===== src/core/wbh_pkg.sv =====
// Package: constants, types and helpers for the word bus host port
package wbh_pkg;

  // ****************************************************************
  // Widths and timing
  // ****************************************************************
  localparam int unsigned CLK_PERIOD_NS = 20;
  localparam int unsigned RD_GAP_NS = 30;
  localparam int unsigned WR_GAP_NS = 55;
  localparam int unsigned WR_RD_GAP_NS = 80;
  // Least times round up to whole clock cycles
  localparam logic [2:0] RD_GAP_CYC =
    3'((RD_GAP_NS + CLK_PERIOD_NS - 1) / CLK_PERIOD_NS);
  localparam logic [2:0] WR_GAP_CYC =
    3'((WR_GAP_NS + CLK_PERIOD_NS - 1) / CLK_PERIOD_NS);
  localparam logic [2:0] WR_RD_GAP_CYC =
    3'((WR_RD_GAP_NS + CLK_PERIOD_NS - 1) / CLK_PERIOD_NS);
  localparam logic [2:0] RD_WR_GAP_CYC = 3'h1;
  localparam int unsigned INIT_CYCLES = 1025;

  // ****************************************************************
  // Reset values and encodings
  // ****************************************************************
  localparam logic [2:0] STRETCH_RESET = 3'h5;
  localparam logic [2:0] MODE_EXPANDED = 3'h5;
  localparam logic [2:0] MODE_RESET = 3'h0;
  localparam logic [15:0] MARKER_BUSY = 16'h0000;
  localparam logic [15:0] MARKER_DONE = 16'h0815;
  localparam logic [15:0] MARKER_OFFSET = 16'h0000;

  // ****************************************************************
  // Region boundaries of the global address space
  // ****************************************************************
  localparam logic [22:0] REG3_LO = 23'h000800;
  localparam logic [22:0] REG2_LO = 23'h100000;
  localparam logic [22:0] REG1_LO = 23'h200000;
  localparam logic [22:0] REG0_LO = 23'h400000;

  typedef struct packed {
    logic write;
    logic [6:0] page;
    logic [15:0] local_addr;
    logic [15:0] wdata;
  } wbh_req_t;

  typedef struct packed {
    logic [2:0] mode_bits;
    logic [2:0] stretch_count_field;
    logic external_wait_enable;
  } wbh_cfg_t;

  // Active-low region select for one global address
  function automatic logic [3:0] region_sel_n(input logic [22:0] ga);
    logic [3:0] s;
    s = 4'hf;
    if (ga >= REG0_LO) begin
      s = 4'he;
    end else if (ga >= REG1_LO) begin
      s = 4'hd;
    end else if (ga >= REG2_LO) begin
      s = 4'hb;
    end else if (ga >= REG3_LO) begin
      s = 4'h7;
    end
    return s;
  endfunction

endpackage


===== src/core/wbh_init_marker.sv =====
// Init marker: tracks the partner's start-up count after hard reset
`timescale 1ns/100ps

module wbh_init_marker #(
  parameter int unsigned INIT_CYC = wbh_pkg::INIT_CYCLES
) (
  input wire logic core_clk,
  input wire logic sys_rst,
  input wire logic hard_rst,
  output logic [15:0] init_done_marker,
  output logic init_done
);

  logic [10:0] cnt_q;
  logic [15:0] marker_q;

  // ****************************************************************
  // Start-up counter, restarts while hard reset is held
  // ****************************************************************
  always_ff @(posedge core_clk or posedge sys_rst) begin
    if (sys_rst) begin
      cnt_q <= 11'h000;
    end else if (hard_rst) begin
      cnt_q <= 11'h000;
    end else if (cnt_q != 11'(INIT_CYC)) begin
      cnt_q <= cnt_q + 11'h001;
    end
  end

  // Marker reads busy until the count completes
  always_ff @(posedge core_clk or posedge sys_rst) begin
    if (sys_rst) begin
      marker_q <= wbh_pkg::MARKER_BUSY;
    end else if (!hard_rst && cnt_q == 11'(INIT_CYC - 1)) begin
      marker_q <= wbh_pkg::MARKER_DONE;
    end else if (hard_rst) begin
      marker_q <= wbh_pkg::MARKER_BUSY;
    end
  end

  assign init_done_marker = marker_q;
  assign init_done = (marker_q == wbh_pkg::MARKER_DONE);
endmodule // wbh_init_marker


===== src/core/wbh_host_port.sv =====
// Host external bus port: word access engine to an async word slave
`timescale 1ns/100ps

module wbh_host_port (
  input wire logic core_clk,
  input wire logic sys_rst,
  input wire logic hard_rst,
  input wire logic cfg_wr,
  input wire wbh_pkg::wbh_cfg_t cfg_in,
  input wire logic req_valid,
  input wire wbh_pkg::wbh_req_t req_in,
  output logic req_ready,
  output logic rsp_valid,
  output logic [15:0] rsp_data,
  output logic [15:0] init_done_marker,
  output logic [22:0] bus_addr,
  output logic [15:0] bus_dat_o,
  output logic bus_dat_oe,
  input wire logic [15:0] bus_dat_i,
  output logic bus_we_n,
  output logic bus_oe_n,
  output logic [3:0] region_select_n
);

  typedef enum logic [1:0] {WBH_IDLE, WBH_ACCESS, WBH_GAP} wbh_state_t;

  wbh_state_t state_q;
  wbh_pkg::wbh_cfg_t cfg_q;
  logic [3:0] cnt_q;
  logic [2:0] gap_q;
  logic last_wr_q;
  logic cur_wr_q;
  logic ready_q;
  logic rsp_valid_q;
  logic [15:0] rsp_data_q;
  logic [15:0] marker_q;
  logic [22:0] addr_q;
  logic [15:0] dat_o_q;
  logic dat_oe_q;
  logic we_n_q;
  logic oe_n_q;
  logic [3:0] sel_n_q;
  logic [15:0] marker_w;
  logic take;
  logic [22:0] req_ga;
  logic [2:0] next_gap;

  // ****************************************************************
  // Partner start-up tracking
  // ****************************************************************
  wbh_init_marker #(
    .INIT_CYC(wbh_pkg::INIT_CYCLES)
  ) u_marker (
    .core_clk(core_clk),
    .sys_rst(sys_rst),
    .hard_rst(hard_rst),
    .init_done_marker(marker_w),
    .init_done()
  );

  // Marker copy kept in a flop so the output is registered
  always_ff @(posedge core_clk or posedge sys_rst) begin
    if (sys_rst) begin
      marker_q <= wbh_pkg::MARKER_BUSY;
    end else begin
      marker_q <= marker_w;
    end
  end

  // ****************************************************************
  // Configuration: mode bits and stretch field
  // ****************************************************************
  // Software sets stretch before switching to expanded mode
  always_ff @(posedge core_clk or posedge sys_rst) begin
    if (sys_rst) begin
      cfg_q.mode_bits <= wbh_pkg::MODE_RESET;
      cfg_q.stretch_count_field <= wbh_pkg::STRETCH_RESET;
      cfg_q.external_wait_enable <= 1'b0;
    end else if (cfg_wr) begin
      cfg_q <= cfg_in;
    end
  end

  // ****************************************************************
  // Request acceptance and address forming
  // ****************************************************************
  // Global address is the page index over the local word address
  assign req_ga = {req_in.page, req_in.local_addr};
  assign take = req_valid && ready_q;
  // Idle time chosen from the direction of the finished access and the one before it
  always_comb begin
    next_gap = wbh_pkg::RD_WR_GAP_CYC;
    if (last_wr_q && cur_wr_q) begin
      next_gap = wbh_pkg::WR_GAP_CYC;
    end else if (!cur_wr_q && last_wr_q) begin
      next_gap = wbh_pkg::WR_RD_GAP_CYC;
    end else if (!cur_wr_q) begin
      next_gap = wbh_pkg::RD_GAP_CYC;
    end
  end

  // ****************************************************************
  // Access sequencer
  // ****************************************************************
  // Wait input is ignored: this port only uses fixed stretching
  always_ff @(posedge core_clk or posedge sys_rst) begin
    if (sys_rst) begin
      state_q <= WBH_IDLE;
      cnt_q <= 4'h0;
      gap_q <= 3'h0;
      cur_wr_q <= 1'b0;
      last_wr_q <= 1'b0;
    end else begin
      unique case (state_q)
        WBH_IDLE: begin
          if (take) begin
            state_q <= WBH_ACCESS;
            // Base cycle plus field+1 stretch cycles
            cnt_q <= {1'b0, cfg_q.stretch_count_field} + 4'h1;
            cur_wr_q <= req_in.write;
          end
        end
        WBH_ACCESS: begin
          if (cnt_q == 4'h0) begin
            state_q <= WBH_GAP;
            gap_q <= next_gap;
            last_wr_q <= cur_wr_q;
          end else begin
            cnt_q <= cnt_q - 4'h1;
          end
        end
        WBH_GAP: begin
          if (gap_q <= 3'h1) begin
            state_q <= WBH_IDLE;
          end
          gap_q <= gap_q - 3'h1;
        end
      endcase
    end
  end

  // Ready only in expanded mode, idle, and never on the take edge
  always_ff @(posedge core_clk or posedge sys_rst) begin
    if (sys_rst) begin
      ready_q <= 1'b0;
    end else begin
      ready_q <= (cfg_q.mode_bits == wbh_pkg::MODE_EXPANDED) &&
        (state_q == WBH_IDLE) && !take;
    end
  end

  // ****************************************************************
  // Pin drivers
  // ****************************************************************
  // Write enable drops one cycle ahead of the select
  always_ff @(posedge core_clk or posedge sys_rst) begin
    if (sys_rst) begin
      addr_q <= 23'h000000;
      dat_o_q <= 16'h0000;
      dat_oe_q <= 1'b0;
      we_n_q <= 1'b1;
      oe_n_q <= 1'b1;
      sel_n_q <= 4'hf;
    end else if (take) begin
      addr_q <= req_ga;
      dat_o_q <= req_in.wdata;
      dat_oe_q <= req_in.write;
      we_n_q <= !req_in.write;
      oe_n_q <= req_in.write;
      sel_n_q <= wbh_pkg::region_sel_n(req_ga);
    end else if (state_q == WBH_ACCESS && cnt_q == 4'h1) begin
      we_n_q <= 1'b1;
    end else if (state_q == WBH_ACCESS && cnt_q == 4'h0) begin
      we_n_q <= 1'b1;
      oe_n_q <= 1'b1;
      dat_oe_q <= 1'b0;
      sel_n_q <= 4'hf;
    end
  end

  // Read data captured on the closing edge, full word only
  always_ff @(posedge core_clk or posedge sys_rst) begin
    if (sys_rst) begin
      rsp_valid_q <= 1'b0;
      rsp_data_q <= 16'h0000;
    end else begin
      rsp_valid_q <= (state_q == WBH_ACCESS) && (cnt_q == 4'h0);
      if (state_q == WBH_ACCESS && cnt_q == 4'h0 && !cur_wr_q) begin
        rsp_data_q <= bus_dat_i;
      end
    end
  end

  assign req_ready = ready_q;
  assign rsp_valid = rsp_valid_q;
  assign rsp_data = rsp_data_q;
  assign init_done_marker = marker_q;
  assign bus_addr = addr_q;
  assign bus_dat_o = dat_o_q;
  assign bus_dat_oe = dat_oe_q;
  assign bus_we_n = we_n_q;
  assign bus_oe_n = oe_n_q;
  assign region_select_n = sel_n_q;

  // ****************************************************************
  // Checks
  // ****************************************************************
  logic [4:0] oe_run_q;
  logic [4:0] we_run_q;
  always_ff @(posedge core_clk or posedge sys_rst) begin
    if (sys_rst) begin
      oe_run_q <= 5'h00;
      we_run_q <= 5'h00;
    end else begin
      oe_run_q <= oe_n_q ? 5'h00 : oe_run_q + 5'h01;
      we_run_q <= we_n_q ? 5'h00 : we_run_q + 5'h01;
    end
  end
endmodule // wbh_host_port


===== config.mk =====
export PLATFORM = sky130hd
export DESIGN_NAME = wbh_host_port
export DESIGN_NICKNAME = d
export VERILOG_FILES = /design/src/core/wbh_pkg.sv /design/src/core/wbh_init_marker.sv /design/src/core/wbh_host_port.sv
export SDC_FILE = /design/constraint.sdc
export NUM_CORES = 1
export LEC_CHECK = 0
export ABC_AREA = 1
export BUFFER_PORTS_ARGS = -buffer_cell sky130_fd_sc_hd__buf_2
export CORE_MARGIN = 2
export CORE_UTILIZATION = 40
export DETAILED_ROUTE_END_ITERATION = 6
export PLACE_DENSITY = 0.68
export SYNTH_ARGS = -nofsm -noshare
export SYNTH_HDL_FRONTEND = slang
export SYNTH_SLANG_ARGS = --single-unit

===== constraint.sdc =====
create_clock -name core_clk -period 3.9 [get_ports core_clk]
set_input_delay 0.585 -clock core_clk [delete_from_list [all_inputs] [get_ports core_clk]]
set_output_delay 0.585 -clock core_clk [all_outputs]
set_load 0.005 [all_outputs]

---- Word-level counts from Yosys, hierarchy flattened ----
Index checks and enable logic that the tools add are counted.
operators by class
  $add $sub $neg .......................... 4
  order comparisons ....................... 5
  equal/unequal tests ..................... 11
  multiplexer cells ....................... 31
  reduce and logical (&&, ||, !) cells .... 27
operators with widths
  kind                   count
  $mux 4                 9
  $mux 16                2
  $ge 23x12->1 const B   1
  $ge 23x21->1 const B   1
  $ge 23x22->1 const B   1
  $ge 23x23->1 const B   1
  $mux 11                2
  $add 11x1->11 const B  1
  $eq 11x11->1 const B   1
  $ne 11x11->1 const B   1
  $ne 2x2->1 const B     5
  $reduce_bool 2->1      5
  $logic_and 1x1->1      9
  $mux 3                 3
  $mux 1                 8
  $mux 2                 4
  $pmux 4 s2             1
  $reduce_and 2->1       4
  $pmux 2 s3             1
  $pmux 3 s2             1
  $reduce_and 3->1       2
  $add 3x1->4 const B    1
  $eq 4x1->1 const B     1
  $logic_not 1->1        4
  other kinds (9)        9
storage, ports and cells
  flip-flop bits (word level) ............. 124
  input port bits ......................... 68
  output and inout bits ................... 80

---- Longest topological paths before layout ----
  word-level depth ........................ 6
  gate-level depth with buffers ........... 11

---- Cells and area by module ----
Synthesis repeated with hierarchy kept, for this count alone.
unflattened totals
  cells, all modules ...................... 530
  area total of the unflattened synthesis .. 4733.3 µm²
modules (own cells, without submodules)
  module           times used  cells each  area each (µm²)
  wbh_host_port    1           420         3918.8
  wbh_init_marker  1           110         814.5

---- Least setup slack after synthesis ----
OpenSTA, ideal clock, no wires.
  path kind ............................... register to register
  start point ............................. register state_q[1]
  end point ............................... register rsp_data_q[0], in the netlist rsp_data[0]
  library setup time ...................... 0.116 ns
  arrival ................................. 1.375 ns
  slack ................................... 2.409 ns
  stages on the path, launching flop included .. 12
  path buffers ............................ 2
  period minus slack after synthesis ...... 1.491 ns
  cell sequence ........................... dfrtp_1 -> inv_1 -> ha_1 -> buf_6 -> inv_4 -> nor2_4 -> nand2_4 -> nor2_8 -> inv_4 -> buf_6 -> nand2_1 -> nand2_1
on the way
  word-level cells in the longest chain between the ends .. 3
RTL lines
  what                             line                  RTL
  from (decl)                      wbh_host_port.sv:27   wbh_state_t state_q;
  from (signal assigned)           wbh_host_port.sv:108  state_q <= WBH_IDLE;
  from (signal assigned)           wbh_host_port.sv:117  state_q <= WBH_ACCESS;
  from (signal assigned)           wbh_host_port.sv:125  state_q <= WBH_GAP;
  $eq 2x1->1                       wbh_host_port.sv:188  if (state_q == WBH_ACCESS && cnt_q == 4'h0 && !cur_wr_q) begin
  $logic_and 1x1->1 (2 in series)  wbh_host_port.sv:188
  to (signal assigned)             wbh_host_port.sv:189  rsp_data_q <= bus_dat_i;
  to (decl)                        wbh_host_port.sv:35   logic [15:0] rsp_data_q;
Every way passes these cells.
A chain may end at the register's enable or synchronous reset.

---- Final worst setup path ----
  start point ............................. register state_q[1]
  end point ............................... register rsp_data_q[9], in the netlist rsp_data[9]
Same word-level chain as after synthesis.

==> run metrics <==
r2r startpoint state_q[1]$_DFFE_PP0P_; most instantiated cells after synthesis nand2_1, dfrtp_1, inv_1; status finished clean; cell family with most CP delay simple AND/OR/NAND/NOR gates; drt first pass iters 4; n_diodes 0; Ports 148; Relative slew margins 65.2%; DRC viols 0; Reg clk slew, reported paths around 0.09 ns; CP Class register to register; synth top area cells dfrtp_1, nand2_1, dfstp_2; share of cells above drive strength 1 27.8%; ys async rst share 100%; count leader, synth nand2_1; fin crit period ~1.8 ns; WP buf/inv 3; CP max stage delay 0.41 ns; setup bufs post-CTS 0; post-route ant nets 0; Worst setup startpoint state_q[1]$_DFFE_PP0P_; grt ovf 0; Setup Viol. Count Final 0; initial antenna violation count 0; vias in the first global route 3370; Fmax between 500 and 600 MHz; met2 usage a little over a quarter; syn avg cell area 8.59 µm²; first-pass GRT wire length 14.9 mm; largest net degree at the start of global routing 51; RSZ-0062 raised after global routing false; r2r setup slk 2.07 ns; total number of placement rows 37; Slew @ Worst Pin approximately 0.52 ns; final hold violation count 0; IR drop worst, VDD between 0.3 and 0.4 mV; Register-to-Register Path Depth 9; hpwl dp between 6 and 7 mm; register area share after synthesis a little under three fifths; Clock Tree Root clkbuf_8; number of synthesized register bits 94; Synth Flop Type dfrtp_1; GR Util All Layers 16.2%; crit start category register; met3 usage between 3 and 4%; Max FO, Critical Path 18; Post-synth EDFFs 0; area grow syn2layout 23.0%; core area between 10000 and 15000 µm²; CTS tree built; Syn Std Cell Area 4260 µm²; r2r endpoint rsp_data[9]$_DFFE_PP0P_; crit share post-route between 40% and 50%; M1 GR Usage about a fifth; Die H around 110 µm; clock buffer depth 2; GP Congestion slightly above 0.8; crit-path cells inv_1 > ha_1 > inv_4 > nor2_4 > nand2_4 > nor2_8 > inv_4 > nand2_1 > nand2_1; Hold WC Path Type input port to asynchronous set/reset pin; fill count between 1000 and 1500; CP max-delay cell dfrtp_1; busiest layer in global routing met2; final slew viol count 0; clk_lat worst skew roughly 0.35 ns; cell accounting for the most synthesized area dfrtp_1; Synth Instances approximately 500; H-tree levels 3; DRT iter0 DRCs between 200 and 300; Worst Skew between 0.006 and 0.007 ns; fin area approximately 5200 µm²; setup TNS 0 ns; Worst setup EP type register; synth warn 0; DR WL/cell about 12 µm; Die X around 110 µm; Initial Utilization 41.3%; drt via density ~4.6; Arr. time, crit path between 2 and 2.5 ns; number of CTS-inserted buffers 9; Post-Route WL 9.06 mm; port bufs between 100 and 150; Max Cap Violations 0; clk sinks between 90 and 100; routed vias around 3500; Placement Cell Area around 5000 µm²; Final #Nets 709; Core Util, Final between 50% and 60%; Pwr Density 657 nW/µm²; fin cells approximately 770; placed insts ~750; area share of the largest cell type after synthesis 50.5%; Required @ worst endpoint 4.15 ns; Post-CTS Resized 0; Leakage Power between 0.002 and 0.003 µW; synth unique cells 29; hold_buf cts 0; Die Footprint roughly 11000 µm²; WHS about 0.24 ns
[where the power goes]
group	switching (µW)	total [µW]	internal [µW]
Combinational	627	1110	485
Sequential	197	1540	1340
Clock	331	792	461
[placed cells by master, fill, tap and decap left out, drive strengths merged, types with 8 or more instances in the layout]
master / Yosys / final
conb: 1 / 12
o21ai: 35 / 35
dfstp: 8 / 8
clkbuf: 6 / 11
ha: 13 / 13
inv: 42 / 41
dfrtp: 86 / 86
a21oi: 8 / 8
nand3: 16 / 16
buf: 22 / 138
nor2: 36 / 36
nand2: 199 / 199
[area by class of cell]
| type | count | area [µm²] | share of cell area (%) |
|---|---|---|---|
| multi-input cells | 342 | 1580 | 30.2 |
| well taps | 136 | 170 | 3.25 |
| clock inverters | 5 | 105 | 2.01 |
| flip-flops and latches | 94 | 2360 | 45.1 |
| clock buffers | 11 | 151 | 2.89 |
| inverters | 43 | 168 | 3.20 |
| repair buffers | 138 | 701 | 13.4 |
[kinds of logic (layout without fill, tap and decap cells)]
family,after synthesis,after routing,synth area share [%]
compound gates,44,44,5.23
simple gates,268,268,25.8
fa+ha+maj,13,13,3.82
xor+xnor,1,1,0.206
flops,94,94,55.5
other cells,1,12,0.0880
mux,4,4,1.06
buf+inv,71,197,8.34
[worst register-to-register path, stage by stage (launching register included)]
cell     delay [ns]
dfrtp_1        0.41
inv_1          0.08
ha_1           0.35
inv_4          0.09
nor2_4         0.14
nand2_4        0.10
nor2_8         0.27
inv_4          0.15
nand2_1        0.10
nand2_1        0.05
[metrics by stage]
stage / power (µW) / worst slack [ns]
after floorplan: 2210 / 0.880
after CTS: 3490 / 2.03
after global routing: 3730 / 1.91
after global placement: 2640 / 2.11
after detailed placement: 2680 / 2.04
final: 3440 / 2.07
[routing by layer]
metal  vias up  routed length (µm)
li1       1775                   -
met1      1595                4090
met2       132                4210
met3        13                 618
met4         0                 147
met5         -                   0
[how the worst max path moves through the flow]
| stage | end | slack, ns | cells past startpoint |
|---|---|---|---|
| after detailed placement | rsp_data[9]$_DFFE_PP0P_ | 2.04 | 9 |
| final | rsp_data[9]$_DFFE_PP0P_ | 2.07 | 9 |
| after CTS | rsp_data[9]$_DFFE_PP0P_ | 2.03 | 9 |
| after global routing | rsp_data[9]$_DFFE_PP0P_ | 1.91 | 9 |
| after global placement | rsp_data[2]$_DFFE_PP0P_ | 2.11 | 9 |
| after floorplan | bus_addr[0]$_DFFE_PP0P_ | 0.88 | 1 |
[registers in the layout, indices dropped and copies added (netlist names), 2 cells and up]
name             cells
cnt_q                4
bus_addr            23
rsp_data            16
bus_dat_o           16
u_marker.cnt_q      11
state_q              2
cfg_q                6
region_select_n      4
gap_q                3
Power figures use the tool's default switching activity.
